[config.mk]
export PLATFORM = sky130hd
export DESIGN_NAME = aft_top
export DESIGN_NICKNAME = d
export VERILOG_FILES = /design/src/common/aft_pkg.sv /design/src/verilog/aft_top.sv
export SDC_FILE = /design/constraint.sdc
export NUM_CORES = 1
export LEC_CHECK = 0
export BUFFER_PORTS_ARGS = -buffer_cell sky130_fd_sc_hd__buf_4
export CORE_UTILIZATION = 55
export CTS_BUF_LIST = sky130_fd_sc_hd__clkbuf_16
export DETAILED_ROUTE_END_ITERATION = 8
export PLACE_DENSITY = 0.73
export SLEW_MARGIN = 15
export SYNTH_ARGS = -nofsm -noshare
export SYNTH_HDL_FRONTEND = slang
export SYNTH_SLANG_ARGS = --single-unit
[constraint.sdc]
create_clock -name i_ref_clk -period 2.75 [get_ports i_ref_clk]
set_input_delay 0.55 -clock i_ref_clk [delete_from_list [all_inputs] [get_ports i_ref_clk]]
set_output_delay 0.55 -clock i_ref_clk [all_outputs]
set_load 0.01 [all_outputs]
[src/common/aft_pkg.sv]
/*
  Shared constants and types of the output format and test pattern block:
  register offsets, field positions, reset values, test mode codes and
  the fixed pattern words.
  Assumes 8-bit registers at 13-bit offsets reached over a serial configuration port.
*/
package aft_pkg;

  // Register offsets
  localparam logic [12:0] ADDR_TEST_MODE      = 13'h000D;
  localparam logic [12:0] ADDR_OUT_FORMAT     = 13'h0014;
  localparam logic [12:0] ADDR_OUT_ADJUST     = 13'h0015;
  localparam logic [12:0] ADDR_REF_SELECT     = 13'h0018;
  localparam logic [12:0] ADDR_PAT1_LOW       = 13'h0019;
  localparam logic [12:0] ADDR_PAT1_HIGH      = 13'h001A;
  localparam logic [12:0] ADDR_PAT2_LOW       = 13'h001B;
  localparam logic [12:0] ADDR_PAT2_HIGH      = 13'h001C;
  localparam logic [12:0] ADDR_FILTER_TUNE    = 13'h002B;
  localparam logic [12:0] ADDR_IN_IMPEDANCE   = 13'h002C;

  // Reset values
  localparam logic [7:0]  RST_TEST_MODE       = 8'h00;
  localparam logic [7:0]  RST_OUT_FORMAT      = 8'h00;
  localparam logic [7:0]  RST_OUT_ADJUST      = 8'h0F;
  localparam logic [7:0]  RST_REF_SELECT      = 8'h03;
  localparam logic [7:0]  RST_PATTERN         = 8'h00;
  localparam logic [7:0]  RST_FILTER_TUNE     = 8'h00;
  localparam logic [7:0]  RST_IN_IMPEDANCE    = 8'h00;

  // Field positions
  localparam int          BIT_TWOS_COMP       = 0;
  localparam int          BIT_INVERT          = 2;
  localparam int          BIT_DATA_DISABLE    = 7;
  localparam int          BIT_REF_EXTERNAL    = 6;
  localparam int          BIT_AUTO_TUNE       = 6;
  localparam int          BIT_IMP_HIGH        = 0;

  // Test mode codes
  localparam logic [3:0]  MODE_OFF            = 4'h0;
  localparam logic [3:0]  MODE_MIDSCALE       = 4'h1;
  localparam logic [3:0]  MODE_POS_FULL       = 4'h2;
  localparam logic [3:0]  MODE_NEG_FULL       = 4'h3;
  localparam logic [3:0]  MODE_CHECKER        = 4'h4;
  localparam logic [3:0]  MODE_PN_LONG        = 4'h5;
  localparam logic [3:0]  MODE_PN_SHORT       = 4'h6;
  localparam logic [3:0]  MODE_WORD_TOGGLE    = 4'h7;
  localparam logic [3:0]  MODE_USER           = 4'h8;
  localparam logic [3:0]  MODE_BIT_TOGGLE     = 4'h9;
  localparam logic [3:0]  MODE_SYNC           = 4'hA;
  localparam logic [3:0]  MODE_ONE_BIT_HIGH   = 4'hB;
  localparam logic [3:0]  MODE_MIXED_FREQ     = 4'hC;

  // Fixed pattern words
  localparam logic [11:0] WORD_MIDSCALE       = 12'h800;
  localparam logic [11:0] WORD_ONES           = 12'hFFF;
  localparam logic [11:0] WORD_ZEROS          = 12'h000;
  localparam logic [11:0] WORD_CHECKER_A      = 12'hAAA;
  localparam logic [11:0] WORD_CHECKER_B      = 12'h555;
  localparam logic [11:0] WORD_SYNC           = 12'h03F;
  localparam logic [11:0] WORD_MIXED_FREQ     = 12'hA33;

  // Pseudo-noise generator seed
  localparam logic [22:0] PN_SEED             = 23'h7FFFFF;

  // Serial frame lengths in rising edges of the serial clock
  localparam logic [4:0]  SPI_INSTR_BITS      = 5'd16;
  localparam logic [4:0]  SPI_FRAME_BITS      = 5'd24;

  // Serial port states
  typedef enum logic [3:0] {
    AFT_SPI_IDLE  = 4'b0001,
    AFT_SPI_INSTR = 4'b0010,
    AFT_SPI_DATA  = 4'b0100,
    AFT_SPI_DONE  = 4'b1000
  } aft_spi_state_e;

  // Decoded instruction
  typedef struct packed {
    logic        rd;
    logic [12:0] addr;
  } aft_cmd_s;

endpackage : aft_pkg

[src/verilog/aft_top.sv]
/*
  Output format and test pattern block with its configuration registers.
  Assumes serial port pins and conversion data are synchronous to i_ref_clk
  and that each rising clock edge carries one conversion sample.
*/
`timescale 1ns/1ps

module aft_top (
  input  wire logic        i_ref_clk,
  input  wire logic        i_arst_n,
  input  wire logic        i_spi_sclk,
  input  wire logic        i_spi_csb_n,
  input  wire logic        i_spi_sdi,
  output logic             o_spi_sdo,
  output logic             o_spi_sdo_oe_n,
  input  wire logic [11:0] i_conv_data,
  output logic      [11:0] o_data,
  output logic             o_data_oe_n,
  output logic             o_ref_external,
  output logic      [1:0]  o_ref_level,
  output logic      [3:0]  o_drive_cfg,
  output logic             o_tune_start,
  output logic             o_imp_high
);
  import aft_pkg::*;

  // Configuration registers
  logic [3:0]     mode_r;
  logic [7:0]     fmt_r;
  logic [7:0]     adj_r;
  logic [7:0]     ref_r;
  logic [15:0]    pat1_r;
  logic [15:0]    pat2_r;
  logic           tune_r;
  logic           imp_r;

  // Serial port state
  aft_spi_state_e spi_st_r;
  logic           sclk_q_r;
  logic [4:0]     bit_cnt_r;
  logic [15:0]    rx_r;
  logic [7:0]     tx_r;
  aft_cmd_s       cmd_r;
  logic           sdo_r;
  logic           sdo_oe_n_r;

  // Pattern generator state
  logic [3:0]     mode_q_r;
  logic           word_sel_r;
  logic [22:0]    pn_r;
  logic [11:0]    data_r;
  logic           data_oe_n_r;

  // Serial clock edges and frame events
  // The serial clock is oversampled here, so each level must last at least one sample
  wire            sclk_rise  = i_spi_sclk & ~sclk_q_r;
  wire            sclk_fall  = ~i_spi_sclk & sclk_q_r;
  wire            instr_done = sclk_rise && (bit_cnt_r == SPI_INSTR_BITS - 5'd1);
  wire            frame_done = sclk_rise && (bit_cnt_r == SPI_FRAME_BITS - 5'd1);
  wire [7:0]      wr_data    = {rx_r[6:0], i_spi_sdi};
  wire            wr_en      = !i_spi_csb_n && (spi_st_r == AFT_SPI_DATA)
                               && frame_done && !cmd_r.rd;
  wire aft_cmd_s  cmd_nxt    = '{rd: rx_r[14], addr: {rx_r[11:0], i_spi_sdi}};

  // Address hit for a read or a write
  function automatic logic hit(input logic [12:0] a, input logic [12:0] target);
    hit = (a == target);
  endfunction : hit

  // Register read mux
  logic [7:0] rd_data;
  always_comb begin
    if (hit(cmd_nxt.addr, ADDR_TEST_MODE))         rd_data = {4'h0, mode_r};
    else if (hit(cmd_nxt.addr, ADDR_OUT_FORMAT))   rd_data = fmt_r;
    else if (hit(cmd_nxt.addr, ADDR_OUT_ADJUST))   rd_data = adj_r;
    else if (hit(cmd_nxt.addr, ADDR_REF_SELECT))   rd_data = ref_r;
    else if (hit(cmd_nxt.addr, ADDR_PAT1_LOW))     rd_data = pat1_r[7:0];
    else if (hit(cmd_nxt.addr, ADDR_PAT1_HIGH))    rd_data = pat1_r[15:8];
    else if (hit(cmd_nxt.addr, ADDR_PAT2_LOW))     rd_data = pat2_r[7:0];
    else if (hit(cmd_nxt.addr, ADDR_PAT2_HIGH))    rd_data = pat2_r[15:8];
    else if (hit(cmd_nxt.addr, ADDR_FILTER_TUNE))  rd_data = {1'b0, tune_r, 6'h00};
    else if (hit(cmd_nxt.addr, ADDR_IN_IMPEDANCE)) rd_data = {7'h00, imp_r};
    else                                           rd_data = 8'h00;
  end

  // Serial state machine
  aft_spi_state_e spi_st_nxt;
  always_comb begin
    spi_st_nxt = spi_st_r;
    case (spi_st_r)
      AFT_SPI_IDLE:  spi_st_nxt = AFT_SPI_INSTR;
      AFT_SPI_INSTR: if (instr_done) spi_st_nxt = AFT_SPI_DATA;
      AFT_SPI_DATA:  if (frame_done) spi_st_nxt = AFT_SPI_DONE;
      AFT_SPI_DONE:  spi_st_nxt = AFT_SPI_DONE;
      default:       spi_st_nxt = AFT_SPI_IDLE;
    endcase
    if (i_spi_csb_n) spi_st_nxt = AFT_SPI_IDLE;
  end

  // Serial shift, count and read-out
  always_ff @(posedge i_ref_clk or negedge i_arst_n) begin
    if (!i_arst_n) begin
      spi_st_r   <= AFT_SPI_IDLE;
      sclk_q_r   <= 1'b0;
      bit_cnt_r  <= 5'd0;
      rx_r       <= 16'h0000;
      tx_r       <= 8'h00;
      cmd_r      <= '0;
      sdo_r      <= 1'b0;
      sdo_oe_n_r <= 1'b1;
    end else begin
      spi_st_r <= spi_st_nxt;
      sclk_q_r <= i_spi_sclk;
      if (i_spi_csb_n) begin
        bit_cnt_r  <= 5'd0;
        sdo_oe_n_r <= 1'b1;
      end else if (sclk_rise && spi_st_r != AFT_SPI_DONE) begin
        bit_cnt_r <= bit_cnt_r + 5'd1;
        rx_r      <= {rx_r[14:0], i_spi_sdi};
        if (instr_done) begin
          cmd_r <= cmd_nxt;
          tx_r  <= rd_data;
        end
      end else if (sclk_fall && spi_st_r == AFT_SPI_DATA && cmd_r.rd) begin
        sdo_r      <= tx_r[7];
        sdo_oe_n_r <= 1'b0;
        tx_r       <= {tx_r[6:0], 1'b0};
      end
    end
  end

  // Register writes
  // Unmapped offsets miss every compare, so such writes are dropped
  always_ff @(posedge i_ref_clk or negedge i_arst_n) begin
    if (!i_arst_n) begin
      mode_r <= RST_TEST_MODE[3:0];
      fmt_r  <= RST_OUT_FORMAT;
      adj_r  <= RST_OUT_ADJUST;
      ref_r  <= RST_REF_SELECT;
      pat1_r <= {RST_PATTERN, RST_PATTERN};
      pat2_r <= {RST_PATTERN, RST_PATTERN};
      imp_r  <= RST_IN_IMPEDANCE[BIT_IMP_HIGH];
    end else if (wr_en) begin
      if (hit(cmd_r.addr, ADDR_TEST_MODE))    mode_r <= wr_data[3:0];
      if (hit(cmd_r.addr, ADDR_OUT_FORMAT))   fmt_r <= wr_data;
      if (hit(cmd_r.addr, ADDR_OUT_ADJUST))   adj_r <= wr_data;
      if (hit(cmd_r.addr, ADDR_REF_SELECT))   ref_r <= wr_data;
      if (hit(cmd_r.addr, ADDR_PAT1_LOW))     pat1_r[7:0] <= wr_data;
      if (hit(cmd_r.addr, ADDR_PAT1_HIGH))    pat1_r[15:8] <= wr_data;
      if (hit(cmd_r.addr, ADDR_PAT2_LOW))     pat2_r[7:0] <= wr_data;
      if (hit(cmd_r.addr, ADDR_PAT2_HIGH))    pat2_r[15:8] <= wr_data;
      if (hit(cmd_r.addr, ADDR_IN_IMPEDANCE)) imp_r <= wr_data[BIT_IMP_HIGH];
    end
  end

  // Auto-tune bit: one-cycle start pulse, then self-clears
  // A read after the pulse sees zero, as the bit has already cleared
  always_ff @(posedge i_ref_clk or negedge i_arst_n) begin
    if (!i_arst_n) begin
      tune_r <= RST_FILTER_TUNE[BIT_AUTO_TUNE];
    end else begin
      tune_r <= wr_en && hit(cmd_r.addr, ADDR_FILTER_TUNE) && wr_data[BIT_AUTO_TUNE];
    end
  end

  // Twelve pseudo-noise bits per sample, long or short polynomial
  // Seed is restored outside noise modes, so every run starts alike
  function automatic logic [34:0] pn_adv(input logic [22:0] s, input logic short_seq);
    logic [22:0] st;
    logic [11:0] w;
    logic        fb;
    st = s;
    w  = 12'h000;
    for (int i = 0; i < 12; i++) begin
      fb = short_seq ? (st[8] ^ st[4]) : (st[22] ^ st[17]);
      w  = {w[10:0], fb};
      st = {st[21:0], fb};
      if (short_seq) st[22:9] = 14'h0000;
    end
    pn_adv = {w, st};
  endfunction : pn_adv

  // Pattern selection
  wire            is_pn     = (mode_r == MODE_PN_LONG) || (mode_r == MODE_PN_SHORT);
  wire [34:0]     pn_step   = pn_adv(pn_r, mode_r == MODE_PN_SHORT);
  wire            mode_chg  = (mode_r != mode_q_r);
  // Word one must lead in the first cycle of a new mode, ahead of the register
  wire            pair_sel  = mode_chg ? 1'b0 : word_sel_r;
  logic [11:0]    raw_word;
  logic           use_fmt;
  always_comb begin
    use_fmt  = 1'b0;
    raw_word = i_conv_data;
    case (mode_r)
      MODE_MIDSCALE:     begin raw_word = WORD_MIDSCALE; use_fmt = 1'b1; end
      MODE_POS_FULL:     begin raw_word = WORD_ONES;     use_fmt = 1'b1; end
      MODE_NEG_FULL:     begin raw_word = WORD_ZEROS;    use_fmt = 1'b1; end
      MODE_CHECKER:      raw_word = pair_sel ? WORD_CHECKER_B : WORD_CHECKER_A;
      MODE_PN_LONG,
      MODE_PN_SHORT:     begin raw_word = pn_step[34:23]; use_fmt = 1'b1; end
      MODE_WORD_TOGGLE:  raw_word = pair_sel ? WORD_ZEROS : WORD_ONES;
      MODE_USER:         raw_word = pair_sel ? pat2_r[15:4] : pat1_r[15:4];
      MODE_BIT_TOGGLE:   raw_word = WORD_CHECKER_A;
      MODE_SYNC:         raw_word = WORD_SYNC;
      MODE_ONE_BIT_HIGH: raw_word = WORD_MIDSCALE;
      MODE_MIXED_FREQ:   raw_word = WORD_MIXED_FREQ;
      default:           begin raw_word = i_conv_data; use_fmt = 1'b1; end
    endcase
  end

  // Format and inversion
  // Invert sits after format, so it also reaches the fixed patterns
  wire            twos      = fmt_r[BIT_TWOS_COMP];
  wire [11:0]     fmt_word  = (use_fmt && twos) ? {~raw_word[11], raw_word[10:0]} : raw_word;
  wire [11:0]     data_nxt  = fmt_r[BIT_INVERT] ? ~fmt_word : fmt_word;

  // Output word, word select and noise state
  // Bus enable lags the disable bit by one sample, like the data word
  always_ff @(posedge i_ref_clk or negedge i_arst_n) begin
    if (!i_arst_n) begin
      mode_q_r    <= MODE_OFF;
      word_sel_r  <= 1'b0;
      pn_r        <= PN_SEED;
      data_r      <= 12'h000;
      data_oe_n_r <= 1'b1;
    end else begin
      mode_q_r    <= mode_r;
      word_sel_r  <= ~pair_sel;
      pn_r        <= is_pn ? pn_step[22:0] : PN_SEED;
      data_r      <= data_nxt;
      data_oe_n_r <= adj_r[BIT_DATA_DISABLE];
    end
  end

  // Outputs
  assign o_spi_sdo      = sdo_r;
  assign o_spi_sdo_oe_n = sdo_oe_n_r;
  assign o_data         = data_r;
  assign o_data_oe_n    = data_oe_n_r;
  assign o_ref_external = ref_r[BIT_REF_EXTERNAL];
  assign o_ref_level    = ref_r[1:0];
  assign o_drive_cfg    = adj_r[3:0];
  assign o_tune_start   = tune_r;
  assign o_imp_high     = imp_r;
endmodule : aft_top

# After elaboration in Yosys (flattened, before gate mapping)
# Cells that the tools add are included.
# classes
n_mux,55
bitwise,33
n_reduce_logical,35
add_sub_neg,1
n_eq_ne,44
# ops
cell,n
13-bit by 5-bit equality test with 1-bit output (second input constant),14
14-bit 2-to-1 mux,12
12-bit case mux with 10 select lines,1
8-bit 2-to-1 mux,11
12-bit 2-to-1 mux,5
13-bit by 6-bit equality test with 1-bit output (second input constant),4
13-bit by 4-bit equality test with 1-bit output (second input constant),2
4-bit equality test (second input constant),6
2-bit AND reduction,12
1-bit XOR,24
23-bit 2-to-1 mux,1
4-bit by 3-bit equality test with 1-bit output (second input constant),5
1-bit 2-to-1 mux,18
4-bit case mux with 4 select lines,1
4-bit by 2-bit equality test with 1-bit output (second input constant),3
4-bit 2-to-1 mux,3
12-bit inverter,1
1-bit logical AND,11
5-bit 2-to-1 mux,2
3-bit AND reduction,3
4-bit by 1-bit equality test with 1-bit output (second input constant),2
7-bit 2-to-1 mux,1
7-bit OR reduction,1
3-bit != test (second input constant),2
other kinds (12),23
# totals
word_cells,192
input_bits,17
output_inout_bits,24
reg_bits,152

# Depth between registers and ports, before layout
# logic_depth
ltp_word,19
depth_mapped,10
mapped_depth_nobuf,9

# Worst setup path after synthesis
# No wires, ideal clock.
# synth_timing
path_type,input-to-reg
startpoint,input port i_spi_csb_n
endpoint,register pat1_r[0]
arrival_time_ns,2.197
path_stages,6
required_ns,2.625
setup_slack_ns,0.427
n_path_buf,1
setup_ns,0.125
path_cell_list,or3_4 -> nor4_4 -> nand2_1 -> or4_1 -> buf_6 -> mux2_4
# synth_via
elab_chain_len,5
# synth_rtl
element,line,rtl
from (decl),aft_top.sv:12,"input wire logic i_spi_csb_n,"
1-bit logical NOT,aft_top.sv:61,wire wr_en = !i_spi_csb_n && (spi_st_r == AFT_SPI_DATA)
1-bit logical AND,aft_top.sv:61,
1-bit logical AND (2 in series),aft_top.sv:62,&& frame_done && !cmd_r.rd;
2-bit AND reduction (no line),-,
to (signal assigned),aft_top.sv:140,"pat1_r <= {RST_PATTERN, RST_PATTERN};"
to (signal assigned),aft_top.sv:148,"if (hit(cmd_r.addr, ADDR_PAT1_LOW)) pat1_r[7:0] <= wr_data;"
to (decl),aft_top.sv:32,logic [15:0] pat1_r;
# Every way passes these cells.
# A chain may end at the register's enable or synchronous reset.

# Worst setup path after layout
# layout_timing
startpoint,register cmd_r[8] (netlist bit)
endpoint,register pat2_r[11]
# layout_via
elab_chain_len,2
# layout_rtl
element,line,rtl
from (decl),aft_top.sv:43,aft_cmd_s cmd_r;
from (signal assigned),aft_top.sv:121,cmd_r <= cmd_nxt;
13-bit by 5-bit equality test with 1-bit output,aft_top.sv:67,hit = (a == target);
2-bit AND reduction (no line),-,
to (signal assigned),aft_top.sv:141,"pat2_r <= {RST_PATTERN, RST_PATTERN};"
to (signal assigned),aft_top.sv:151,"if (hit(cmd_r.addr, ADDR_PAT2_HIGH)) pat2_r[15:8] <= wr_data;"
to (decl),aft_top.sv:33,logic [15:0] pat2_r;
# Every way passes these cells.

==> metrics.md <==
| Metric | Value |
|---|---|
| GRT Residual Overflow | `0` |
| Power Density | `around 620 mW/mm^2` |
| Initial Utilization | `about 57%` |
| HP Class | `input port to asynchronous set/reset pin` |
| Root buf cell | `clkbuf_16` |
| Sequential fraction of the synthesis area | `48.09%` |
| Clk pwr share | `between 40% and 50%` |
| Routed wire per std cell | `~21 um` |
| Final min period | `2.558 ns` |
| DRC Markers | `0` |
| Post-synthesis cell area | `~0.008 sq mm` |
| Layout cells sized above 1 | `a little under a third` |
| Total placed instance area | `0.008588 sq mm` |
| Post-route design area | `0.009206 sq mm` |
| Die footprint | `0.01502 sq mm` |
| First-pass GRT wire length | `roughly 33000 um` |
| Max-Cap Viols | `0` |
| Ys Warns | `0` |
| Startpoint class of the critical path | `flip-flop` |
| Final Hold Viols | `0` |
| Static Leakage | `4.200 nW` |
| Initial DRT Pass Iterations | `6` |
| Final Util | `roughly 66%` |
| Tcrit/Tclk final | `approximately 93%` |
| Fmax | `just under 0.4 GHz` |
| EDFF count, synth | `0` |
| Sw Pwr | `roughly 1.6 mW` |
| Worst Max-Slew Pin Slew | `between 0.7 and 0.8 ns` |
| Setup ws final | `around 0.19 ns` |
| Seq cells post-synth | `between 150 and 200` |
| Drt total wl | `a little over 20000 um` |
| Mapped Nets | `~760` |
| CTS Buffer Depth | `2` |
| GR Util All Layers | `a little under 30%` |
| Number of port buffers | `40` |
| Synth Flop Type | `dfrtp_1` |
| Critical Path AT | `roughly 2.9 ns` |
| Via count | `between 6k and 7k` |
| Die X | `about 120 um` |
| Final Skew | `0.009297 ns` |
| Area growth, synth to finish | `15.18%` |
| Place WS | `around 0.038 ns` |
| WP data required | `3.05 ns` |
| Pins over their slew limit | `0` |
| VDD IR-drop max | `around 490 uV` |
| Pwr Total | `about 5.7 mW` |
| Avg Vias per Cell | `approximately 6.2` |
| Slew margin rel. | `49.82%` |
| Fillers | `between 1k and 1.5k` |
| Vias in the first global route | `between 6k and 7k` |
| Critical Path Fanout Max | `8` |
| Final setup TNS | `0 ns` |
| CTS Sinks | `~150` |
| Distinct cell type count after synthesis | `between 70 and 80` |
| Commonest non-fill, non-tap cell in the layout | `dfrtp_1` |
| Cell internal pwr | `between 4 and 5 mW` |
| Critical path class | `flip-flop to flip-flop` |
| Num CTS Buffers | `17` |
| Commonest cells after routing, fill and taps aside | `dfrtp_1 (120), nand2_1 (83), buf_4 (75), mux2_2 (74), nor2_1 (36)` |
| Setup bufs post-CTS | `0` |
| Initial antenna violation count | `0` |
| Run status | `finished, final reports clean` |
| Core ar. | `0.01404 sq mm` |
| Post-route ant nets | `0` |
| Sw Ratio | `a little over a quarter` |
| Diode count | `0` |
| Post-synth ARST share | `100.0%` |
| Detailed Place HPWL | `14890 um` |
| Largest net degree at the start of global routing | `80` |
| RD Place Congestion | `0.9417` |
| Post-Synthesis Cells | `between 700 and 800` |
| Clock slew at reported path FFs | `about 0.060 ns` |
| Flop pwr share | `between 40 and 50%` |
| Crit. End Element | `flip-flop` |
| H-tree Lvls | `4` |
| Top Ports | `between 40 and 50` |
| Clock insertion delay at the later pin of the skew report | `around 0.42 ns` |
| Core Rows | `43` |
| Initial DRC count | `around 720` |
| RSZ-0062 raised after global routing | `no` |
| CTS tree | `built` |
| Nets | `between 800 and 900` |
| Avg Cell Area, Syn | `10.76 sq um` |
| Die Y | `~120 um` |
| Combinational share of power | `a little over an eighth` |
| Final Setup Violations | `0` |
[worst paths after layout]
check                           start           end  slack [ns]  cells past startpoint
setup reg to reg             cmd_r[8]    pat2_r[11]        0.19                      6
min in group i_ref_clk     i_spi_sclk      sclk_q_r        0.26                      1
hold / removal               i_arst_n  bit_cnt_r[2]        0.19                      1
hold reg to reg              pn_r[10]      pn_r[22]        0.47                      2
setup / recovery             cmd_r[8]    pat2_r[11]        0.19                      6
max in group asynchronous    i_arst_n       pn_r[1]        1.84                      2
[sequential cells by signal, indices dropped and copies added, names as in the netlist, 4 cells and up]
register / count
spi_st_r: 4
tx_r: 8
pat2_r: 16
ref_r: 8
pn_r: 23
fmt_r: 8
cmd_r: 14
mode_r: 4
mode_q_r: 4
rx_r: 15
pat1_r: 16
bit_cnt_r: 5
o_data: 12
adj_r: 8
[through the flow]
stage / std cells / hold WS [ns]
detailed placement: 948 / 0.4527
CTS: 980 / 0.2071
global route: 980 / 0.2339
finish: 980 / 0.1860
global placement: 948 / 0.4546
floorplan: 743 / 0.2544
[final cells by class]
cell class | instances | area, sq um | area share (%)
Clock buffer | 17 | 425.4 | 4.621
Inverter | 4 | 15.01 | 0.1631
Multi-Input combinational cell | 534 | 3897 | 42.33
Sequential cell | 152 | 3844 | 41.75
Clock inverter | 15 | 185.2 | 2.011
Tap cell | 180 | 225.2 | 2.446
Timing Repair Buffer | 78 | 614.3 | 6.673
[power groups by stage]
stage	Clock (mW)	Combinational [mW]	Sequential (mW)
3_3_place_gp	0	0.751	2.50
6_report	2.43	0.776	2.47
3_5_place_dp	0	0.768	2.50
2_1_floorplan	0	0.482	2.41
4_1_cts	2.45	0.772	2.46
5_1_grt	2.57	0.852	2.48
[synth_stat cells, types with 13 or more instances]
cell        n  area share [%]
nor3_1     13            0.81
nand3_1    23             1.4
a21oi_1    35             2.2
dfstp_2    32              11
nand2_1    83             3.9
xor2_1     26             2.8
mux2_4     16             3.0
o21ai_0    33             2.1
clkbuf_1   34             1.6
xnor2_1    17             1.9
nor2_1     36             1.7
mux2_2     74              10
dfrtp_1   120              38
[logic make-up after synthesis]
| group | Yosys count | share of synthesized area [%] |
|---|---|---|
| compound gates | 143 | 11.91 |
| flops | 152 | 48.09 |
| mux | 101 | 15.12 |
| buf+inv | 57 | 3.240 |
| fa+ha+maj | 2 | 0.3130 |
| simple gates | 243 | 16.03 |
| xor+xnor | 45 | 5.291 |
[worst max-delay path, stage by stage, from the launching register on]
cell and delay, ns:
dfrtp_1 0.39, or4_1 0.59, nor4_4 0.24, buf_4 0.20, nand4b_1 0.16, nor2_2 0.46
mux2_2 0.39
[routing by layer]
layer / routed length, um / global-route usage, %
met4: 386 / 7.622
met3: 1577 / 7.063
met5: 0 / 0
met1: 9292 / 42.64
met2: 9475 / 45.19
[timing repair]
action / in CTS / in global routing
endpoints found under the setup margin: 0 / 15
hold buffers: 0 / 0
resized for setup: 0 / 2
Power figures use the tool's default switching activity.
